`src/inc/spmc_pkg.sv`:
```
// spmc_pkg: constants and types for the switch power mode controller
// assumes a 40 MHz system clock and an 8-bit register port
package spmc_pkg;
    // ==========================================
    // register offsets
    localparam logic [7:0] SPMC_OFF_MODE  = 8'h0E;
    localparam logic [7:0] SPMC_OFF_SLEEP = 8'h0F;
    localparam logic [7:0] SPMC_OFF_P1X   = 8'h1D;
    localparam logic [7:0] SPMC_OFF_P2X   = 8'h2D;
    localparam logic [7:0] SPMC_OFF_P3X   = 8'h3D;
    localparam logic [7:0] SPMC_OFF_P4X   = 8'h4D;
    localparam logic [7:0] SPMC_OFF_STAT  = 8'hF0;
    // ==========================================
    // fields and reset values
    localparam int         SPMC_MODE_LSB  = 3;
    localparam int         SPMC_PDN_BIT   = 3;
    localparam logic [7:0] SPMC_MODE_RST  = 8'h00;
    localparam logic [7:0] SPMC_SLEEP_RST = 8'h50;
    localparam logic [7:0] SPMC_PX_RST    = 8'h00;
    localparam int         SPMC_PORTS     = 4;
    // ==========================================
    // timing
    localparam int SPMC_CLK_HZ       = 40_000_000;
    localparam int SPMC_PULSE_NS     = 120;
    localparam int SPMC_PULSE_CYC    = (SPMC_PULSE_NS * 40 + 999) / 1000;
    localparam int SPMC_PERIOD_S     = 1;
    localparam int SPMC_PERIOD_CYC   = SPMC_PERIOD_S * SPMC_CLK_HZ;
    localparam int SPMC_SLEEP_UNIT_MS = 1;
    localparam int SPMC_SLEEP_UNIT_CYC = SPMC_SLEEP_UNIT_MS * (SPMC_CLK_HZ / 1000);
    // ==========================================
    // shared memory organisation
    localparam int SPMC_BUF_COUNT = 512;
    localparam int SPMC_BUF_BYTES = 128;

    typedef enum logic [1:0] {
        SPMC_MODE_NORMAL = 2'b00,
        SPMC_MODE_EDET   = 2'b01,
        SPMC_MODE_SOFTPD = 2'b10,
        SPMC_MODE_RSVD   = 2'b11
    } spmc_mode_type;

    typedef struct packed {
        logic pll_en;
        logic phy_en;
        logic mac_en;
        logic host_en;
        logic rx_edet_en;
    } spmc_enables_type;

    typedef struct packed {
        logic [7:0] addr;
        logic [7:0] wdata;
        logic       wr;
        logic       rd;
    } spmc_bus_type;
endpackage

```
`src/spmc_ctrl.sv`:
```
// spmc_ctrl: power mode controller with register port, sleep timer, link pulse and clock gating
// assumes synchronous host strobes on i_sys_clk; energy and lpi inputs come from pins
module spmc_ctrl
    import spmc_pkg::*;
#(
    parameter int PULSE_PERIOD_CYC = SPMC_PERIOD_CYC,
    parameter int SLEEP_UNIT_CYC   = SPMC_SLEEP_UNIT_CYC,
    parameter int BUF_COUNT        = SPMC_BUF_COUNT,
    parameter int BUF_BYTES        = SPMC_BUF_BYTES
) (
    input  wire logic                    i_sys_clk,     // system clock
    input  wire logic                    i_sys_rst,     // synchronous reset, high
    input  wire logic                    i_clk_en,      // freezes all state when low
    input  wire spmc_bus_type            i_bus,         // host address, data, strobes
    output logic [7:0]                   o_rdata,       // read data, cycle after read
    input  wire logic                    i_energy,      // cable energy seen, async
    input  wire logic [SPMC_PORTS-1:0]   i_phy_bit11,   // phy control bit 11 per port
    input  wire logic [SPMC_PORTS-1:0]   i_lpi_tx,      // tx lpi active per port, async
    input  wire logic [SPMC_PORTS-1:0]   i_lpi_rx,      // rx lpi active per port, async
    output spmc_enables_type             o_en,          // block enables
    output logic [SPMC_PORTS-1:0]        o_port_pdn,    // per-port power-down
    output logic [SPMC_PORTS-1:0]        o_tx_clk_en,   // tx clock gate per port
    output logic [SPMC_PORTS-1:0]        o_rx_clk_en,   // rx clock gate per port
    output logic                         o_sw_clk_en,   // switch core clock gate
    output logic                         o_link_pulse,  // energy detect link pulse
    output logic                         o_low_power,   // low-power state flag
    output logic                         o_int_rst      // internal reset pulse
);
    // ==========================================
    // functions
    function automatic spmc_enables_type mode_enables(input spmc_mode_type m, input logic lp);
        spmc_enables_type e;
        e = '0;
        case (m)
            SPMC_MODE_NORMAL: e = '{1'b1, 1'b1, 1'b1, 1'b1, 1'b1};
            SPMC_MODE_EDET:   e = lp ? '{1'b0, 1'b0, 1'b0, 1'b0, 1'b1}
                                     : '{1'b1, 1'b1, 1'b1, 1'b1, 1'b1};
            SPMC_MODE_SOFTPD: e = '0;
            default:          e = '{1'b1, 1'b1, 1'b1, 1'b1, 1'b1};
        endcase
        return e;
    endfunction

    // status word: port power-down, low-power state, synced energy
    function automatic logic [7:0] status_word(input logic [SPMC_PORTS-1:0] pdn,
                                               input logic                  lp,
                                               input logic                  egy);
        return {2'b00, pdn, lp, egy};
    endfunction

    localparam int MEM_BYTES = BUF_COUNT * BUF_BYTES;

    // ==========================================
    // input synchronisers
    logic                  energy_s1_reg;
    logic                  energy_s2_reg;
    logic [SPMC_PORTS-1:0] ltx_s1_reg;
    logic [SPMC_PORTS-1:0] ltx_s2_reg;
    logic [SPMC_PORTS-1:0] lrx_s1_reg;
    logic [SPMC_PORTS-1:0] lrx_s2_reg;
    logic [SPMC_PORTS-1:0] b11_s1_reg;
    logic [SPMC_PORTS-1:0] b11_s2_reg;

    // cable energy; only the second stage is read by logic
    always_ff @(posedge i_sys_clk) begin
        if (i_sys_rst) begin
            energy_s1_reg <= 1'b0;
            energy_s2_reg <= 1'b0;
        end else if (i_clk_en) begin
            energy_s1_reg <= i_energy;
            energy_s2_reg <= energy_s1_reg;
        end
    end

    // transmit lpi per port
    always_ff @(posedge i_sys_clk) begin
        if (i_sys_rst) begin
            ltx_s1_reg <= '0;
            ltx_s2_reg <= '0;
        end else if (i_clk_en) begin
            ltx_s1_reg <= i_lpi_tx;
            ltx_s2_reg <= ltx_s1_reg;
        end
    end

    // receive lpi per port
    always_ff @(posedge i_sys_clk) begin
        if (i_sys_rst) begin
            lrx_s1_reg <= '0;
            lrx_s2_reg <= '0;
        end else if (i_clk_en) begin
            lrx_s1_reg <= i_lpi_rx;
            lrx_s2_reg <= lrx_s1_reg;
        end
    end

    // phy control bit 11 per port
    always_ff @(posedge i_sys_clk) begin
        if (i_sys_rst) begin
            b11_s1_reg <= '0;
            b11_s2_reg <= '0;
        end else if (i_clk_en) begin
            b11_s1_reg <= i_phy_bit11;
            b11_s2_reg <= b11_s1_reg;
        end
    end

    // ==========================================
    // registers
    logic [7:0]            mode_reg;
    logic [7:0]            sleep_reg;
    logic [7:0]            px_reg [SPMC_PORTS];
    logic                  int_rst_reg;
    spmc_mode_type         mode;
    logic                  host_access;
    logic                  wake;
    logic [1:0]            wmode;

    assign mode        = spmc_mode_type'(mode_reg[SPMC_MODE_LSB +: 2]);
    assign host_access = i_bus.wr | i_bus.rd;
    assign wake        = (mode == SPMC_MODE_SOFTPD) && host_access;
    assign wmode       = i_bus.wdata[SPMC_MODE_LSB +: 2];

    // internal reset pulse after soft power-down wake
    always_ff @(posedge i_sys_clk) begin
        if (i_sys_rst) begin
            int_rst_reg <= 1'b0;
        end else if (i_clk_en) begin
            int_rst_reg <= wake;
        end
    end

    // mode register; a wake access is consumed, not stored
    always_ff @(posedge i_sys_clk) begin
        if (i_sys_rst || int_rst_reg) begin
            mode_reg <= SPMC_MODE_RST;
        end else if (i_clk_en) begin
            if (wake) begin
                mode_reg <= SPMC_MODE_RST;
            end else if (i_bus.wr && i_bus.addr == SPMC_OFF_MODE) begin
                if (wmode != SPMC_MODE_RSVD) begin
                    mode_reg <= i_bus.wdata;
                end else begin
                    mode_reg <= {i_bus.wdata[7:5], mode_reg[4:3], i_bus.wdata[2:0]};
                end
            end
        end
    end

    // sleep delay register
    always_ff @(posedge i_sys_clk) begin
        if (i_sys_rst || int_rst_reg) begin
            sleep_reg <= SPMC_SLEEP_RST;
        end else if (i_clk_en && !wake && i_bus.wr) begin
            if (i_bus.addr == SPMC_OFF_SLEEP) begin
                sleep_reg <= i_bus.wdata;
            end
        end
    end

    // per-port control registers, one stride apart
    always_ff @(posedge i_sys_clk) begin
        if (i_sys_rst || int_rst_reg) begin
            for (int p = 0; p < SPMC_PORTS; p++) begin
                px_reg[p] <= SPMC_PX_RST;
            end
        end else if (i_clk_en && !wake && i_bus.wr) begin
            for (int p = 0; p < SPMC_PORTS; p++) begin
                if (i_bus.addr == (SPMC_OFF_P1X + 8'((p) * 16))) begin
                    px_reg[p] <= i_bus.wdata;
                end
            end
        end
    end

    // ==========================================
    // go-sleep timer and low-power state
    logic [$clog2(SLEEP_UNIT_CYC+1)-1:0] unit_cnt_reg;
    logic [8:0]                          sleep_cnt_reg;
    logic                                low_power_reg;
    logic                                quiet_expired;

    assign quiet_expired = (sleep_cnt_reg > {1'b0, sleep_reg});

    always_ff @(posedge i_sys_clk) begin
        if (i_sys_rst || int_rst_reg) begin
            unit_cnt_reg  <= '0;
            sleep_cnt_reg <= '0;
        end else if (i_clk_en) begin
            if (mode != SPMC_MODE_EDET || energy_s2_reg || low_power_reg) begin
                unit_cnt_reg  <= '0;
                sleep_cnt_reg <= '0;
            end else if (unit_cnt_reg == ($bits(unit_cnt_reg))'(SLEEP_UNIT_CYC - 1)) begin
                unit_cnt_reg <= '0;
                if (!quiet_expired) begin
                    sleep_cnt_reg <= sleep_cnt_reg + 9'h001;
                end
            end else begin
                unit_cnt_reg <= unit_cnt_reg + 1'b1;
            end
        end
    end

    always_ff @(posedge i_sys_clk) begin
        if (i_sys_rst || int_rst_reg) begin
            low_power_reg <= 1'b0;
        end else if (i_clk_en) begin
            if (mode != SPMC_MODE_EDET || energy_s2_reg) begin
                low_power_reg <= 1'b0;
            end else if (quiet_expired) begin
                low_power_reg <= 1'b1;
            end
        end
    end

    // ==========================================
    // link pulse in energy detect mode without cable
    logic [$clog2(PULSE_PERIOD_CYC+1)-1:0] pulse_cnt_reg;
    logic                                  link_pulse_reg;

    // period counter; restarts so a pulse opens each quiet spell
    always_ff @(posedge i_sys_clk) begin
        if (i_sys_rst || int_rst_reg) begin
            pulse_cnt_reg <= '0;
        end else if (i_clk_en) begin
            if (mode != SPMC_MODE_EDET || energy_s2_reg) begin
                pulse_cnt_reg <= '0;
            end else if (pulse_cnt_reg == ($bits(pulse_cnt_reg))'(PULSE_PERIOD_CYC - 1)) begin
                pulse_cnt_reg <= '0;
            end else begin
                pulse_cnt_reg <= pulse_cnt_reg + 1'b1;
            end
        end
    end

    // pulse high for the first cycles of each period
    always_ff @(posedge i_sys_clk) begin
        if (i_sys_rst || int_rst_reg) begin
            link_pulse_reg <= 1'b0;
        end else if (i_clk_en) begin
            if (mode != SPMC_MODE_EDET || energy_s2_reg) begin
                link_pulse_reg <= 1'b0;
            end else begin
                link_pulse_reg <= (pulse_cnt_reg < ($bits(pulse_cnt_reg))'(SPMC_PULSE_CYC));
            end
        end
    end

    // ==========================================
    // enables, port power-down and lpi clock gating
    spmc_enables_type      en_next;
    logic [SPMC_PORTS-1:0] pdn_next;

    assign en_next = mode_enables(mode, low_power_reg);

    always_comb begin
        for (int p = 0; p < SPMC_PORTS; p++) begin
            pdn_next[p] = px_reg[p][SPMC_PDN_BIT] | b11_s2_reg[p];
        end
    end

    // block enables
    always_ff @(posedge i_sys_clk) begin
        if (i_sys_rst) begin
            o_en <= '{1'b1, 1'b1, 1'b1, 1'b1, 1'b1};
        end else if (i_clk_en) begin
            o_en <= en_next;
        end
    end

    // port power-down; a disabled phy forces every port down
    always_ff @(posedge i_sys_clk) begin
        if (i_sys_rst) begin
            o_port_pdn <= '0;
        end else if (i_clk_en) begin
            o_port_pdn <= pdn_next | {SPMC_PORTS{~en_next.phy_en}};
        end
    end

    // gating only stops clocks; link status and frames untouched
    always_ff @(posedge i_sys_clk) begin
        if (i_sys_rst) begin
            o_tx_clk_en <= '1;
        end else if (i_clk_en) begin
            o_tx_clk_en <= ~ltx_s2_reg & {SPMC_PORTS{en_next.mac_en}};
        end
    end

    // receive side gated on its own lpi and mac_en only
    always_ff @(posedge i_sys_clk) begin
        if (i_sys_rst) begin
            o_rx_clk_en <= '1;
        end else if (i_clk_en) begin
            o_rx_clk_en <= ~lrx_s2_reg & {SPMC_PORTS{en_next.mac_en}};
        end
    end

    // switch core stops when pll_en drops or every port idles both ways
    always_ff @(posedge i_sys_clk) begin
        if (i_sys_rst) begin
            o_sw_clk_en <= 1'b1;
        end else if (i_clk_en) begin
            o_sw_clk_en <= en_next.pll_en & ~(&(ltx_s2_reg & lrx_s2_reg));
        end
    end

    // ==========================================
    // read port
    always_ff @(posedge i_sys_clk) begin
        if (i_sys_rst) begin
            o_rdata <= '0;
        end else if (i_clk_en) begin
            o_rdata <= '0;
            if (i_bus.rd && !wake) begin
                case (i_bus.addr)
                    SPMC_OFF_MODE:  o_rdata <= mode_reg;
                    SPMC_OFF_SLEEP: o_rdata <= sleep_reg;
                    SPMC_OFF_P1X:   o_rdata <= px_reg[0];
                    SPMC_OFF_P2X:   o_rdata <= px_reg[1];
                    SPMC_OFF_P3X:   o_rdata <= px_reg[2];
                    SPMC_OFF_P4X:   o_rdata <= px_reg[3];
                    SPMC_OFF_STAT:  o_rdata <= status_word(o_port_pdn, low_power_reg, energy_s2_reg);
                    default:        o_rdata <= '0;
                endcase
            end
        end
    end

    // ==========================================
    // output copies, aligned with the enables
    always_ff @(posedge i_sys_clk) begin
        if (i_sys_rst) begin
            o_link_pulse <= 1'b0;
        end else if (i_clk_en) begin
            o_link_pulse <= link_pulse_reg;
        end
    end

    // same edge as o_en; o_low_power lags o_en one edge when the mode leaves energy detect
    always_ff @(posedge i_sys_clk) begin
        if (i_sys_rst) begin
            o_low_power <= 1'b0;
        end else if (i_clk_en) begin
            o_low_power <= low_power_reg;
        end
    end

    // one cycle wide; sleep and port registers clear on the edge it rises, mode register one edge earlier
    always_ff @(posedge i_sys_clk) begin
        if (i_sys_rst) begin
            o_int_rst <= 1'b0;
        end else if (i_clk_en) begin
            o_int_rst <= int_rst_reg;
        end
    end
endmodule

```
`config.mk`:
```
export PLATFORM = sky130hd
export DESIGN_NAME = spmc_ctrl
export DESIGN_NICKNAME = d
export VERILOG_FILES = /design/src/inc/spmc_pkg.sv /design/src/spmc_ctrl.sv
export SDC_FILE = /design/constraint.sdc
export NUM_CORES = 1
export LEC_CHECK = 0
export ABC_AREA = 1
export BUFFER_PORTS_ARGS = -buffer_cell sky130_fd_sc_hd__buf_2
export CAP_MARGIN = 25
export CORE_MARGIN = 5
export CORE_UTILIZATION = 46
export DETAILED_ROUTE_END_ITERATION = 16
export PLACE_DENSITY = 0.64
export SLEW_MARGIN = 20
export SYNTH_ARGS = -nofsm -noshare
export SYNTH_HDL_FRONTEND = slang
export SYNTH_SLANG_ARGS = --single-unit
export TNS_END_PERCENT = 10
```
`constraint.sdc`:
```
create_clock -name i_sys_clk -period 1.7 [get_ports i_sys_clk]
set_input_delay 0.17 -clock i_sys_clk [delete_from_list [all_inputs] [get_ports i_sys_clk]]
set_output_delay 0.17 -clock i_sys_clk [all_outputs]
set_load 0.005 [all_outputs]
```
==> results of run 1 <==
-- repair_timing --
action / in CTS / in global routing
setup endpoints to repair: 7 / 41
pin swaps: 1 / 15
setup buffers: 0 / 6
hold endpoints to repair: 15 / 0
hold buffers: 15 / 0
resized for setup: 2 / 51
-- synthesized netlist by cell type (3+ instances only) --
master / count / area [um^2]
nor3_2: 5 / 50.1
inv_2: 4 / 15.0
nand4_1: 17 / 106
xnor2_1: 4 / 35.0
nand3b_1: 3 / 22.5
nand2_2: 6 / 37.5
nor2_2: 4 / 25.0
nand2_1: 183 / 687
o211ai_1: 4 / 30.0
edfxtp_1: 32 / 961
inv_1: 99 / 372
clkbuf_1: 14 / 52.6
nor3_1: 16 / 80.1
o21ai_0: 64 / 320
xor2_1: 15 / 131
dfxtp_1: 122 / 2440
nor2_1: 231 / 867
a21oi_1: 52 / 260
buf_2: 13 / 65.1
nand3_1: 98 / 490
buf_4: 5 / 37.5
ha_1: 12 / 150
-- layout make-up --
class,instances,area (um^2)
clock buffer,17,425
timing repair buffer,130,898
fill,1518,6660
inverter,104,403
sequential,154,3420
clock inverter,15,175
tap,216,270
multi-input combinational,739,3700
-- stage by stage --
step	utilization	TNS (ns)	std cells	hold slack, ns
after global placement	0.520	0	1322	0.390
after global routing	0.582	-0.349	1375	0.00801
after CTS	0.568	0	1369	0.00169
after detailed placement	0.520	-0.0201	1322	0.398
after floorplan	-	0	1032	0.305
final	0.582	0	1375	0.0121
-- cells by family after synthesis --
logic type | after synthesis
fa+ha+maj | 12
xor+xnor | 19
compound gates | 133
buf+inv | 139
flops | 154
simple gates | 575
-- per-layer routing --
layer | vias to the layer above | wire (um)
li1 | 3588 | -
met1 | 3212 | 8870
met2 | 166 | 9010
met3 | 31 | 876
met4 | 0 | 383
met5 | - | 0
-- worst max-delay path, stage by stage (launching register included) --
cell,delay [ns]
dfxtp_1,0.31
inv_1,0.07
ha_4,0.28
nand3_1,0.09
nor2_1,0.16
nor2_2,0.06
nand2_1,0.11
nand3_2,0.14
buf_6,0.17
nand3_1,0.06
nand2_1,0.05
nor2_1,0.09
-- worst max-delay path by stage --
stage | from | end | slack (ns) | depth (start not counted)
final | sleep_reg[2] | sleep_cnt_reg[4] | 0.05 | 11
after global routing | sleep_reg[2] | sleep_cnt_reg[7] | -0.07 | 11
after CTS | sleep_reg[6] | sleep_cnt_reg[8] | 0.002 | 11
after detailed placement | sleep_reg[7] | sleep_cnt_reg[8] | -0.009 | 11
after global placement | sleep_reg[7] | sleep_cnt_reg[2] | 0.06 | 11
after floorplan | mode_reg[3] | px_reg[3][0] | 0.07 | 6
-- report_power, final --
group / leakage, nW / internal [W] / switching (W)
registers: 1.33 / 0.00385 / 0.0000685
logic: 2.20 / 0.000240 / 0.000366
clock network: 0.291 / 0.00199 / 0.00177
==> metrics.md, run 1 <==
| Metric | Value |
|---|---|
| FMAX | 0.606 GHz |
| Most frequent cells in the layout | 223 x nor2_1, 178 x nand2_1, 112 x dfxtp_1 |
| Number of setup violations in the final report | 0 |
| Post-route cell area | 9280 um^2 |
| Num ports | 63 |
| Mux cell area share after synthesis | 0 |
| Crit path DAT | ~2 ns |
| Worst R2R End | sleep_cnt_reg[4] |
| Status | complete, no violations |
| Worst-path maximum fanout | 7 |
| Synthesized area per cell | 7.28 um^2 |
| Fin crit period | 1.65 ns |
| WS Path Type | reg -> reg |
| H-tree Lvls | 4 |
| Die area | 19000 um^2 |
| Total gr overflow | 0 |
| Max FFs per register | 32 |
| Routed length per placed instance | ~14 um |
| Synth Area in Compound Gates | 0.0959 |
| R2R Setup Slk | 0.05 ns |
| Dpl ws | -0.00866 ns |
| Leakage | 3.82 nW |
| IO Port Bufs | slightly above 60 |
| CTS Buf Count | 17 |
| Synthesis-to-layout area growth | 23.5% |
| Final WS setup | 0.0506 ns |
| Placement Rows | 46 |
| Most common cell after layout, fill and taps aside | nor2_1 |
| Slew Viols, Final | 0 |
| Drt first pass iters | 5 |
| Largest family of logic cells by synthesized area | simple AND/OR/NAND/NOR gates |
| Post-synthesis xor/xnor area fraction | 0.0221 |
| Crit path required time | 2.07 ns |
| Post-synth ARST share | 0 |
| Share of layout cells above drive strength 1 | 0.191 |
| Predominant post-synthesis flop cell | dfxtp_1 |
| Initial Util | 0.471 |
| Die Y | 138 um |
| CTS tree | built |
| Area after DPL | 8290 um^2 |
| Number of diodes | 0 |
| Adder-cell area share of the yosys netlist | 0.0200 |
| RR Startpoint | sleep_reg[2] |
| CP Capture Type | flop |
| PD cells | 891 nW/um^2 |
| Grt met2 use | 0.333 |
| Worst setup SP type | flop |
| Die X | 138 um |
| Worst Hold End | mode_reg[7] |
| Worst Hold Class | in -> reg |
| Max IR drop VDD | 719 uV |
| Library cells used by synthesis | 45 |
| Worst r2r path cells | 11 |
| Final hold viol count | 0 |
| Hold Path Depth | 3 |
| Post-synthesis sequential area ratio | 0.453 |
| Remaining antenna violation count | 0 |
| RSZ-0062 raised after global routing | yes |
| Core area | 15900 um^2 |
| Routed vias/inst | 5.09 |
| Final Cycle Share | 0.970 |
| MaxCap Viol Count | 0 |
| Grt peak-use layer | met2 |
| Vias | ~7000 |
| Largest net degree at the start of global routing | 33 |
| Post-synth net total | 1078 |
| Tot Pwr | 0.00828 W |
| GPL Wtd Cong | ~0.93 |
| Clk buf depth | 2 |
| Drc violations | 0 |
| Flops & latches, synth | 154 |
| Initial antenna violation count | 0 |
| Simple-gate area share of the yosys netlist | 0.332 |
| Final Skew | 0.00587 ns |
| Vias in the first global route | 6451 |
| Root cell of the clock tree | clkbuf_16 |
| Synth warn | 0 |
| Clk_lat worst skew | 0.43 ns |
| Clock-pin transition on the worst setup and hold timing paths | 0.07 ns |
| Post-DP HPWL | about 14 mm |
| Syn Std Cell Area | about 7500 um^2 |
| DRT Wirelength | approximately 19 mm |
| Mapped Cells | 1032 |
| Hold Startpoint | i_bus[9] |
| First-pass GRT wire length | 30.9 mm |
| Grt met3 use | 0.0387 |
| M1 GR Usage | 0.277 |
| Max-slew headroom | 0.711 |
| 1st-iter DRT viols | 461 |
| Final #Nets | 1192 |
| Clock sink count | 154 |
| EDFF count, synth | 32 |
| GRT Util Overall | 0.204 |
| Slew at the pin closest to its max-slew limit | 0.430 ns |
Note: power is estimated with default switching activity, not from simulation.
==> inputs of run 2 (changes only) <==
--- a/config.mk
+++ b/config.mk
@@ -5,13 +5,12 @@
 export SDC_FILE = /design/constraint.sdc
 export NUM_CORES = 1
 export LEC_CHECK = 0
-export ABC_AREA = 1
 export BUFFER_PORTS_ARGS = -buffer_cell sky130_fd_sc_hd__buf_2
 export CAP_MARGIN = 25
 export CORE_MARGIN = 5
 export CORE_UTILIZATION = 46
 export DETAILED_ROUTE_END_ITERATION = 16
-export PLACE_DENSITY = 0.64
+export PLACE_DENSITY = 0.65
 export SLEW_MARGIN = 20
 export SYNTH_ARGS = -nofsm -noshare
 export SYNTH_HDL_FRONTEND = slang
==> metrics.md, run 2 <==
| Metric | Value |
|---|---|
| Fillers | 1165 |
| Clock group share of total power | 0.487 |
| PD cells | around 900 nW/um^2 |
| Die Y | roughly 130 um |
| Worst r2r path cells | 10 |
| Leading area contributor after synthesis | dfxtp_1 |
| Most frequent cells in the layout | 118 x buf_4, 117 x nor2_1, 106 x dfxtp_1 |
| Commonest cells in the synthesized netlist | 122 x dfxtp_1, 119 x nor2_1, 47 x nand2_1, 44 x mux2i_1, 32 x edfxtp_1 |
| Routed length per placed instance | 16.3 um |
| Clock-pin transition on the worst setup and hold timing paths | 0.06 ns |
| Slew at the pin closest to its max-slew limit | 0.603 ns |
| Multi-input gate area | about 3600 um^2 |
| MaxCap Viol Count | 0 |
| Top-count cell post-synth | dfxtp_1 |
| Largest net degree at the start of global routing | 34 |
| Remaining antenna violation count | 0 |
| Worst-path maximum fanout | 5 |
| EDFF count, synth | 32 |
| Hold Startpoint | i_lpi_tx[3] |
| CP Capture Type | flop |
| Synthesized area per cell | about 9.5 um^2 |
| Slew Viols, Final | 0 |
| Drc violations | 0 |
| Vias in the first global route | 6195 |
| Flops & latches, synth | 154 |
| Post-synthesis sequential area ratio | 0.491 |
| Reg area | between 3000 and 4000 um^2 |
| Status | finished with violations |
| Syn Std Cell Area | 6940 um^2 |
| Worst Hold Class | in -> reg |
| Final #Nets | between 900 and 1000 |
| Final Skew | 0.00729 ns |
| Crit path DAT | 2.37 ns |
| FMAX | a little under 0.5 GHz |
| Inst Count DP | 1062 |
| Final WS setup | -0.367 ns |
| Post-DP HPWL | 13.2 mm |
| Total gr overflow | 0 |
| RR Startpoint | sleep_reg[6] |
| Synthesis-to-layout area growth | 34.8% |
| P_sw | 0.00182 W |
| Final Cycle Share | 1.22 |
| Root cell of the clock tree | clkbuf_16 |
| Hold Path Depth | 3 |
| Core area | roughly 15000 um^2 |
| Die X | between 100 and 150 um |
| Worst hold margin | 0.0113 ns |
| Number of setup violations in the final report | 25 |
| Initial Util | 0.474 |
| Switching Share | 0.217 |
| Library cells used by synthesis | 72 |
| Top-area cell type share of the netlist area | 0.352 |
| Mapped Cells | 733 |
| DRT Wirelength | 18.1 mm |
| First-pass GRT wire length | 29.9 mm |
| Logic gate share of total power | 0.054 |
| Post-synth ARST share | 0 |
| Placement Rows | 44 |
| Number of diodes | 0 |
| Cell-internal power | approximately 0.0066 W |
| 1st-iter DRT viols | 395 |
| Crit path required time | 2.00 ns |
| Crit. Startpoint | sleep_reg[6] |
| Max IR drop VDD | ~660 uV |
| Final hold viol count | 0 |
| GPL Wtd Cong | ~0.9 |
| Num ports | 63 |
| Sequential power share | 0.459 |
| GRT Util Overall | 0.207 |
| Synth warn | 0 |
| Fin crit period | 2.07 ns |
| Clk_lat worst skew | 0.42 ns |
| Max FFs per register | 32 |
| Predominant post-synthesis flop cell | dfxtp_1 |
| Drt first pass iters | 5 |
| Max-slew headroom | 0.597 |
| WS Path Type | reg -> reg |
| Synth top area cells | dfxtp_1 35%, edfxtp_1 14%, nor2_1 6.4% |
| Failing checks | negative setup slack |
| CTS tree | built |
| Routed vias/inst | approximately 5.5 |
| Share of layout cells above drive strength 1 | 0.321 |
| Worst setup SP type | flop |
| Most common cell after layout, fill and taps aside | buf_4 |
| CTS Buf Count | 17 |
| H-tree Lvls | 4 |
| Final Instance Count excl. Fillers | 1113 |
| IO Port Bufs | 62 |
| Post-synth net total | 779 |
| Clock sink count | 154 |
| Initial antenna violation count | 0 |
| Leakage | 3.80 nW |
| RSZ-0062 raised after global routing | yes |
| Vias | 6085 |
| Die area | 17600 um^2 |
| Clk buf depth | 2 |
run 2: cell count changes in the layout (fill, tap and decap cells not counted), moves of 45 or more:
cell | before | now
nand2_1 | 178 | 42
nor2_1 | 223 | 117
nand3_1 | 95 | 15
inv_1 | 93 | 16
buf_4 | 47 | 118
o21ai_0 | 61 | 16
run 2: logic make-up after synthesis:
group | count (synthesis) | synth area share
simple gates | 317 | 0.231
flops | 154 | 0.491
compound gates | 114 | 0.112
buf+inv | 54 | 0.0328
mux | 46 | 0.0667
xor+xnor | 36 | 0.0454
fa+ha+maj | 12 | 0.0216
run 2: power by group through the flow:
stage	clock, W	sequential (W)	combinational [W]
6_report	0.00408	0.00384	0.000456
2_1_floorplan	0	0.00391	0.000229
3_3_place_gp	0	0.00392	0.000413
5_1_grt	0.00431	0.00385	0.000497
4_1_cts	0.00415	0.00384	0.000451
3_5_place_dp	0	0.00392	0.000423
run 2: what timing repair did:
item | in CTS | in global routing
endpoints found under the hold margin | 12 | 0
resized for setup | 23 | 41
cloned | 1 | 0
pin swaps | 12 | 21
setup endpoints to repair | 69 | 111
buffers inserted | 3 | 3
hold buffers | 12 | 0
run 2: cell type report:
class,count,share of cell area
multi-input cells,525,0.380
flip-flops and latches,154,0.366
repair buffers,199,0.151
clock buffers,23,0.0579
well taps,184,0.0246
clock inverters,9,0.0126
inverters,19,0.00763
run 2: metrics by stage:
step | power (W) | utilization | setup slack (ns) | setup TNS, ns | area, um^2
6_report | 0.00838 | 0.639 | -0.367 | -3.37 | 9350
5_1_grt | 0.00866 | 0.639 | -0.451 | -5.58 | 9350
4_1_cts | 0.00844 | 0.626 | -0.301 | -2.97 | 9170
3_5_place_dp | 0.00435 | 0.566 | -0.345 | -7.34 | 8280
3_3_place_gp | 0.00433 | 0.566 | -0.287 | -5.11 | 8280
2_1_floorplan | 0.00414 | - | -0.233 | -6.56 | 7000
run 2: final timing paths:
path | slack, ns | end
worst max-delay path | -0.37 | sleep_cnt_reg[3]
worst max register to register | -0.37 | sleep_cnt_reg[3]
worst min register to register | 0.45 | o_rdata[2]
worst min-delay path | 0.01 | ltx_s1_reg[3]
run 2: critical path, stage by stage, from the launching register on:
cell and delay [ns]:
dfxtp_2 0.33, inv_2 0.05, ha_4 0.25, and4b_1 0.21, or3b_4 0.39, o211ai_4 0.12
buf_6 0.16, buf_4 0.10, a41oi_2 0.09, o21ai_1 0.14, o31ai_1 0.09
run 2: per-layer routing:
metal  part of all wire  vias up  track usage
met5                  0        -            0
met4              0.014        0       0.0699
met3              0.050       24       0.0539
met2               0.49      149        0.353
met1               0.44     2919        0.255
li1                   -     2993            -
